[src/rtl/wir_pkg.sv]
// shared constants and state layout for the axi3 write id regenerator
package wir_pkg;
  // ----------------------------------------------------------------
  // bus widths
  // ----------------------------------------------------------------
  localparam int ID_W = 12;
  localparam int ADDR_W = 48;
  localparam int DATA_W = 64;
  localparam int STRB_W = DATA_W / 8;
  localparam int UP_LEN_W = 8;
  localparam int DN_LEN_W = 4;
  localparam int WBEAT_W = DATA_W + STRB_W + 1;
  // ----------------------------------------------------------------
  // buffer depths
  // ----------------------------------------------------------------
  localparam int ID_DEPTH = 128;
  localparam int W_DEPTH = 8;
  localparam int ID_CNT_W = $clog2(ID_DEPTH + 1);
  // one slot kept spare because the address ready is decided a cycle early
  localparam logic [ID_CNT_W-1:0] ID_ROOM_MARK = ID_CNT_W'(ID_DEPTH - 1);
  // ----------------------------------------------------------------
  // field values and reset values
  // ----------------------------------------------------------------
  localparam logic LOCKED_BIT_OFF = 1'b0;
  localparam logic [ID_W-1:0] WID_AXI4_VALUE = 12'h000;
  localparam logic [1:0] RST_SYNC_VALUE = 2'h0;

  typedef struct packed {
    logic awready;
    logic aw_v;
    logic [ADDR_W-1:0] awaddr;
    logic [ID_W-1:0] awid;
    logic [DN_LEN_W-1:0] awlen;
    logic [2:0] awsize;
    logic [1:0] awburst;
    logic [1:0] awlock;
    logic w_v;
    logic [DATA_W-1:0] wdata;
    logic [STRB_W-1:0] wstrb;
    logic wlast;
    logic [ID_W-1:0] wid;
  } wir_state_t;
endpackage

[src/rtl/wir_axi3_wid_regen.sv]
// axi3 write id regenerator: id fifo, write data fifo and downstream stages
// Operation
// - with axi3 mode tie-off high, wid is regenerated from the id fifo; tied low, wid is held at 0 for axi4
// - downstream write bursts leave in the order their addresses were issued
// - the one upstream lock bit drives the low bit of the two-bit axi3 lock; locked axi3 transfers are never produced
// - id fifo depth is 128, but one slot is kept spare, so in axi3 mode at most 127 writes are outstanding
`timescale 1ns/1ps
`default_nettype none

// ------------------------------------------------------------------
// generic fifo
// ------------------------------------------------------------------
module wir_fifo
  import wir_pkg::*;
#(
  parameter int WIDTH = 8,
  parameter int DEPTH = 8
) (
  input wire logic clk_in,
  input wire logic rst_n_in,
  input wire logic in_valid_in,
  output logic in_ready_out,
  input wire logic [WIDTH-1:0] in_data_in,
  output logic out_valid_out,
  input wire logic out_ready_in,
  output logic [WIDTH-1:0] out_data_out,
  output logic [$clog2(DEPTH+1)-1:0] count_out
);
  localparam int PW = $clog2(DEPTH);
  localparam int CW = $clog2(DEPTH + 1);

  typedef struct packed {
    logic [PW-1:0] wp;
    logic [PW-1:0] rp;
    logic [CW-1:0] cnt;
    logic full;
    logic empty;
  } wir_fifo_state_t;

  wir_fifo_state_t s;
  wir_fifo_state_t next_s;
  logic [WIDTH-1:0] mem [DEPTH];
  logic push;
  logic pop;

  assign push = in_valid_in && !s.full;
  assign pop = out_ready_in && !s.empty;

  always_comb begin
    next_s = s;
    next_s.wp = s.wp + PW'(push);
    next_s.rp = s.rp + PW'(pop);
    next_s.cnt = s.cnt + CW'(push) - CW'(pop);
    next_s.full = (next_s.cnt == CW'(DEPTH));
    next_s.empty = (next_s.cnt == '0);
  end

  // pointers and flags clear together, so the fifo restarts empty
  always_ff @(posedge clk_in or negedge rst_n_in) begin
    if (!rst_n_in) begin
      s <= '{wp: '0, rp: '0, cnt: '0, full: 1'b0, empty: 1'b1};
    end else begin
      s <= next_s;
    end
  end

  always_ff @(posedge clk_in) begin
    if (push) begin
      mem[s.wp] <= in_data_in;
    end
  end

  assign in_ready_out = !s.full;
  assign out_valid_out = !s.empty;
  assign out_data_out = mem[s.rp];
  assign count_out = s.cnt;
endmodule

// ------------------------------------------------------------------
// top: upstream axi4 write channels to downstream axi3 write channels
// ------------------------------------------------------------------
module wir_axi3_wid_regen
  import wir_pkg::*;
(
  input wire logic core_clk_in,
  input wire logic nrst_in,
  input wire logic axi3_mode_in,
  input wire logic up_awvalid_in,
  output logic up_awready_out,
  input wire logic [ADDR_W-1:0] up_awaddr_in,
  input wire logic [ID_W-1:0] up_awid_in,
  input wire logic [UP_LEN_W-1:0] up_awlen_in,
  input wire logic [2:0] up_awsize_in,
  input wire logic [1:0] up_awburst_in,
  input wire logic up_awlock_in,
  input wire logic up_wvalid_in,
  output logic up_wready_out,
  input wire logic [DATA_W-1:0] up_wdata_in,
  input wire logic [STRB_W-1:0] up_wstrb_in,
  input wire logic up_wlast_in,
  output logic dn_awvalid_out,
  input wire logic dn_awready_in,
  output logic [ADDR_W-1:0] dn_awaddr_out,
  output logic [ID_W-1:0] dn_awid_out,
  output logic [DN_LEN_W-1:0] dn_awlen_out,
  output logic [2:0] dn_awsize_out,
  output logic [1:0] dn_awburst_out,
  output logic [1:0] dn_awlock_out,
  output logic dn_wvalid_out,
  input wire logic dn_wready_in,
  output logic [ID_W-1:0] dn_wid_out,
  output logic [DATA_W-1:0] dn_wdata_out,
  output logic [STRB_W-1:0] dn_wstrb_out,
  output logic dn_wlast_out
);
  // ----------------------------------------------------------------
  // reset release
  // ----------------------------------------------------------------
  logic [1:0] rst_sync;
  logic rst_n;

  always_ff @(posedge core_clk_in or negedge nrst_in) begin
    if (!nrst_in) begin
      rst_sync <= RST_SYNC_VALUE;
    end else begin
      rst_sync <= {rst_sync[0], 1'b1};
    end
  end
  assign rst_n = rst_sync[1];

  // ----------------------------------------------------------------
  // buffers
  // ----------------------------------------------------------------
  wir_state_t s;
  wir_state_t next_s;
  logic aw_acc;
  logic id_push;
  logic id_pop;
  logic id_valid;
  logic [ID_W-1:0] id_head;
  logic [ID_CNT_W-1:0] id_cnt;
  localparam int WF_CNT_W = $clog2(W_DEPTH + 1);
  logic wf_valid;
  logic wf_ready;
  logic wf_push;
  logic [WF_CNT_W-1:0] wf_cnt;
  logic [WF_CNT_W-1:0] next_wf_cnt;
  logic [WBEAT_W-1:0] wf_data;
  logic w_load;

  // id order matches address order, so the head always names the next burst
  wir_fifo #(.WIDTH(ID_W), .DEPTH(ID_DEPTH)) u_id_fifo (
    .clk_in(core_clk_in),
    .rst_n_in(rst_n),
    .in_valid_in(id_push),
    .in_ready_out(),
    .in_data_in(up_awid_in),
    .out_valid_out(id_valid),
    .out_ready_in(id_pop),
    .out_data_out(id_head),
    .count_out(id_cnt)
  );

  // beats may arrive before their address; in axi3 mode they wait here, stalling upstream
  wir_fifo #(.WIDTH(WBEAT_W), .DEPTH(W_DEPTH)) u_w_fifo (
    .clk_in(core_clk_in),
    .rst_n_in(rst_n),
    .in_valid_in(wf_push),
    .in_ready_out(),
    .in_data_in({up_wdata_in, up_wstrb_in, up_wlast_in}),
    .out_valid_out(wf_valid),
    .out_ready_in(wf_ready),
    .out_data_out(wf_data),
    .count_out(wf_cnt)
  );

  // ----------------------------------------------------------------
  // next state
  // ----------------------------------------------------------------
  assign aw_acc = up_awvalid_in && s.awready;
  assign id_push = aw_acc && axi3_mode_in;
  assign w_load = (!s.w_v || dn_wready_in) && wf_valid && (!axi3_mode_in || id_valid);
  assign wf_ready = w_load;
  assign id_pop = w_load && wf_data[0] && axi3_mode_in;
  // ready is registered, so it is judged on the next fill level; no accepted beat is lost
  assign wf_push = up_wvalid_in && up_wready_out;
  assign next_wf_cnt = wf_cnt + WF_CNT_W'(wf_push) - WF_CNT_W'(w_load);

  always_comb begin
    next_s = s;
    if (s.aw_v && dn_awready_in) begin
      next_s.aw_v = 1'b0;
    end
    if (aw_acc) begin
      next_s.aw_v = 1'b1;
      next_s.awaddr = up_awaddr_in;
      next_s.awid = up_awid_in;
      next_s.awlen = up_awlen_in[DN_LEN_W-1:0];
      next_s.awsize = up_awsize_in;
      next_s.awburst = up_awburst_in;
      next_s.awlock = {LOCKED_BIT_OFF, up_awlock_in};
    end
    // registered ready costs a bubble per address but keeps the port glitch free
    next_s.awready = !next_s.aw_v && (!axi3_mode_in || id_cnt < ID_ROOM_MARK);
    if (s.w_v && dn_wready_in) begin
      next_s.w_v = 1'b0;
    end
    if (w_load) begin
      next_s.w_v = 1'b1;
      {next_s.wdata, next_s.wstrb, next_s.wlast} = wf_data;
      next_s.wid = axi3_mode_in ? id_head : WID_AXI4_VALUE;
    end
  end

  always_ff @(posedge core_clk_in or negedge rst_n) begin
    if (!rst_n) begin
      s <= '0;
      up_wready_out <= 1'b0;
    end else begin
      s <= next_s;
      up_wready_out <= (next_wf_cnt < WF_CNT_W'(W_DEPTH));
    end
  end

  assign up_awready_out = s.awready;
  assign dn_awvalid_out = s.aw_v;
  assign dn_awaddr_out = s.awaddr;
  assign dn_awid_out = s.awid;
  assign dn_awlen_out = s.awlen;
  assign dn_awsize_out = s.awsize;
  assign dn_awburst_out = s.awburst;
  assign dn_awlock_out = s.awlock;
  assign dn_wvalid_out = s.w_v;
  assign dn_wid_out = s.wid;
  assign dn_wdata_out = s.wdata;
  assign dn_wstrb_out = s.wstrb;
  assign dn_wlast_out = s.wlast;
endmodule

`default_nettype wire

[config.mk]
export PLATFORM = sky130hd
export DESIGN_NAME = wir_axi3_wid_regen
export DESIGN_NICKNAME = d
export VERILOG_FILES = /design/src/rtl/wir_pkg.sv /design/src/rtl/wir_axi3_wid_regen.sv
export SDC_FILE = /design/constraint.sdc
export NUM_CORES = 2
export LEC_CHECK = 0
export BUFFER_PORTS_ARGS = -buffer_cell sky130_fd_sc_hd__buf_2
export CORE_UTILIZATION = 40
export DETAILED_ROUTE_END_ITERATION = 12
export GPL_TIMING_DRIVEN = 0
export PLACE_DENSITY = 0.6
export SYNTH_ARGS = -nofsm -noshare
export SYNTH_HDL_FRONTEND = slang
export SYNTH_HIERARCHICAL = 1
export SYNTH_SLANG_ARGS = --single-unit
[constraint.sdc]
create_clock -name core_clk_in -period 7.75 [get_ports core_clk_in]
set_input_delay 1.1625 -clock core_clk_in [delete_from_list [all_inputs] [get_ports core_clk_in]]
set_output_delay 1.1625 -clock core_clk_in [all_outputs]
set_load 0.01 [all_outputs]
[Word level (Yosys, flattened, before mapping)]
Memory sizes are Yosys's and may differ from the RTL's.
Cells that the tools add are included.
Storage, ports and cells
  register bits after elaboration: 197
  bits in latches: 0
  RAM bits: 2120
  bits in read-only memories: 0
  input bits: 154
  output and inout port bits: 160
  word-level logic and storage cells: 77
  memories: 2
Cells by class
  $add $sub $neg: 10
  $mul: 0
  div/mod/pow operators: 0
  order comparisons: 2
  eq/ne operators: 2
  shifts and indexed selects: 0
  mux-type cells: 9
  bitwise logic cells: 0
  reductions and logical operators: 27
Memories
  u_id_fifo.mem: depth 128, width 12, rd ports 1, clocked after Yosys merged registers in 0, write ports 1, RTL line wir_axi3_wid_regen.sv:42  | logic [WIDTH-1:0] mem [DEPTH];
  u_w_fifo.mem: depth 8, width 73, rd ports 1, clocked after Yosys merged registers in 0, write ports 1, RTL line wir_axi3_wid_regen.sv:42
Operator list (count)
  $mux W86: 1
  $mux W72: 1
  $add A7 B1 Y7: 2
  $logic_and A1 B1 Y1: 14
  $mux W12: 1
  $add A4 B1 Y4: 2
  $add A8 B1 Y8: 1
  $eq A8 B8 Y1 const B: 1
  $logic_not A8 Y1: 1
  $lt A8 B7 Y1 const B: 1
  $sub A4 B1 Y4: 2
  $sub A8 B1 Y8: 1
  $logic_not A1 Y1: 7
  $add A3 B1 Y3: 2
  $mux W1: 6
  $eq A4 B4 Y1 const B: 1
  $logic_not A4 Y1: 1
  $lt A4 B4 Y1 const B: 1
  $logic_or A1 B1 Y1: 3
  $reduce_bool A2 Y1: 1

[Longest topological paths before layout]
  depth in word-level cells: 9
  depth in mapped cells: 16

[By module]
Netlist, hierarchy kept.
Modules (own cells, without submodules)
  wir_fifo at u_id_fifo: instances 1, cells an instance 2731, area each 60197.7 sq um, sequential area each 46726.1 sq um
  wir_fifo at u_w_fifo: instances 1, cells an instance 902, area each 22539.1 sq um, sequential area each 17838.4 sq um
  wir_axi3_wid_regen: instances 1, cells an instance 391, area each 6223.5 sq um, sequential area each 4028.9 sq um

[Least setup slack after synthesis]
No wires, ideal clock.
  path type: in2reg
  start point: input port up_wvalid_in
  end point: memory u_w_fifo/mem[0][0] (netlist bit) (enable)
  arrival: 6.640 ns
  slack: 0.517 ns
  cell stages on the path: 4
  cell sequence: and2_1 -> nor2b_1 -> nand2b_1 -> nor3_1
Between the ends
  word-level cells in the longest chain between the ends: 4
RTL lines
  from (decl): RTL line wir_axi3_wid_regen.sv:96  | input wire logic up_wvalid_in,
  $logic_and A1 B1 Y1: RTL line wir_axi3_wid_regen.sv:186  | assign wf_push = up_wvalid_in && up_wready_out;
  $logic_and A1 B1 Y1: RTL line wir_axi3_wid_regen.sv:46  | assign push = in_valid_in && !s.full;
  $mux W1: RTL line wir_axi3_wid_regen.sv:68  | if (push) begin
  $mux W1 (not written as such): RTL line wir_axi3_wid_regen.sv:69  | mem[s.wp] <= in_data_in;
  to (decl): RTL line wir_axi3_wid_regen.sv:42
Every way passes these cells.

==> metrics <==
# rows 172; Inst Count DP 7351; crit path capture type register; worst r2r path cells 15; Area Overhead vs Synth 15.7%; Worst-path clk slew 0.06 ns; R2R setup slack 2.32 ns; Port Buffers 308; 1st-iter DRT viols 4984; DRT antenna net count 0; Final min period 5.43 ns; unrepaired setup endpoints after global routing no; final core utilization 46.7%; Die Ht 474 µm; CTS sink cnt 2317; vias in the first global route 43600; part of the cycle the worst path needs 70.0%; iteration count of the initial detailed-routing pass 6; status complete, but fails checks; All-Layer GR Usage 20.5%; # DRC 0; Worst EP arrival 6.11 ns; Setup Fix Bufs, Post-CTS 0; Switching Share 31.3%; Final Hold Fails 0; Nets 4796; Root Driver clkbuf_16; # setup viols final 0; Final Wtd Congestion 0.931; Pwr Density 355 nW/µm²; Flop pwr share 40.4%; filler instances 18300; commonest non-fill, non-tap cells in the layout edfxtp_1, mux4_2, buf_2; CTS Hold Bufs 0; vias 43900; Worst Tran Pin Value 1.62 ns; combinational share of power 30.2%; total of max-cap violations 3; Int Power 25100 µW; TritonCTS clock tree built; Initial Utilization 40.4%; PostCTS Resize Cnt 0; clock buffer depth 3; vias per inst 5.64; fin cells 7784; Post-Syn Area 89000 µm²; Max Fclk 184 MHz; pin count of the biggest net entering global routing 90; Max VDD drop 0.334 mV; peak fanout along the critical path 10; Final HPWL DP 154 mm; grt ovf 0; failing checks capacitance limit, slew limit; Req. time, crit path 8.44 ns; die area 224000 µm²; Die X 474 µm; Crit Path Category register to register; Post-Syn Nets 4197; initial antenna violation count 19; core footprint 220000 µm²; I/O pins 314; Synth Warn # 6; H-tree Lvls 4; Clk pwr share 29.4%; Post-Synthesis Cells 4022; CTS buffer count 222; wirelength, routed 230 mm; first-pass GRT wire length 326 mm; sw power 11500 µW; worst clock skew 0.0602 ns; max_slew headroom -8.15%; Final Max Slew Viols 33; syn_area_per_cell 22.1 µm²; layout cells sized above 1 33.7%; post-DR wirelength/cell 29.6 µm; clk_lat worst skew 0.87 ns; Setup TNS Final 0 ns; leakage power total 0.0336 µW; Startpoint Class register; Hold Path Class input port to async pin; most common cell after layout, fill and taps aside edfxtp_1
-- cell type report --
cell class	instances	area (µm²)	share of cell area, %
diodes	13	32.5	0.0316
plain buffers	226	1270	1.23
clock buffers	309	6100	5.93
clock inverters	107	1180	1.15
inverters	34	128	0.124
multi-input cells	1445	19100	18.5
flip-flops and latches	2317	68600	66.6
well taps	2958	3700	3.60
repair buffers	375	2840	2.75
-- routing by layer --
metal / wire length [µm] / global-route usage [%]
met2: 108000 / 32.2
met5: 114 / 0
met4: 7920 / 6.55
met3: 20700 / 4.53
met1: 93400 / 28.3
-- sequential cells by signal, summed over array words and instances, names as in the netlist, 8 cells and up --
register / count
dn_wid_out: 12
u_id_fifo/count_out: 8
u_w_fifo/s: 8
dn_wdata_out: 64
u_w_fifo/mem: 584
dn_awaddr_out: 48
dn_wstrb_out: 8
u_id_fifo/s: 16
u_id_fifo/mem: 1536
dn_awid_out: 12
-- power groups by stage --
stage          Combinational, µW  Clock, µW  Sequential [µW]
4_1_cts                    11100      11000            14800
6_report                   11000      10800            14800
2_1_floorplan               6510          0            15200
3_3_place_gp               10800          0            15100
5_1_grt                    11500      11400            14900
3_5_place_dp               11000          0            15100
-- per-stage QoR --
stage               instance area [µm²]  setup WS [ns]  power (µW)  hold WS [ns]
CTS                              103000           2.09       36800       0.00768
global route                     103000           2.04       37800        0.0209
finish                           103000           2.32       36600        0.0763
floorplan                         89000          0.517       21700         0.331
global placement                  94200          -5.70       25900         0.336
detailed placement                95500           2.01       26100         0.344
-- final timing paths --
kind | startpoint | to
worst max-delay path | u_w_fifo/s[7]$_DFF_PN0_ | u_id_fifo/s[1]$_DFF_PN0_
worst min-delay path | nrst_in | rst_sync[1]$_DFF_PN0_
worst max register to register | u_w_fifo/s[7]$_DFF_PN0_ | u_id_fifo/s[1]$_DFF_PN0_
worst min register to register | rst_sync[0]$_DFF_PN0_ | rst_sync[1]$_DFF_PN0_
max in group asynchronous | rst_sync[1]$_DFF_PN0_ | u_w_fifo/s[0]$_DFF_PN1_
min in group core_clk_in | rst_sync[0]$_DFF_PN0_ | rst_sync[1]$_DFF_PN0_
-- worst max-delay path, cell delays in order (launching register included) --
cell and delay [ns]:
dfrtp_1 0.38, clkbuf_1 0.59, clkbuf_1 0.66, mux4_2 0.36, mux2_2 0.21, nand2_1 0.06
nor2_1 0.12, nor2b_1 0.54, xor2_1 0.17, ha_1 0.26, fa_1 0.43, a21o_1 0.18
a21o_1 0.21, xor2_1 0.15, or3_1 0.40, a2111oi_0 0.50
Note: power is estimated with default switching activity, not from simulation.
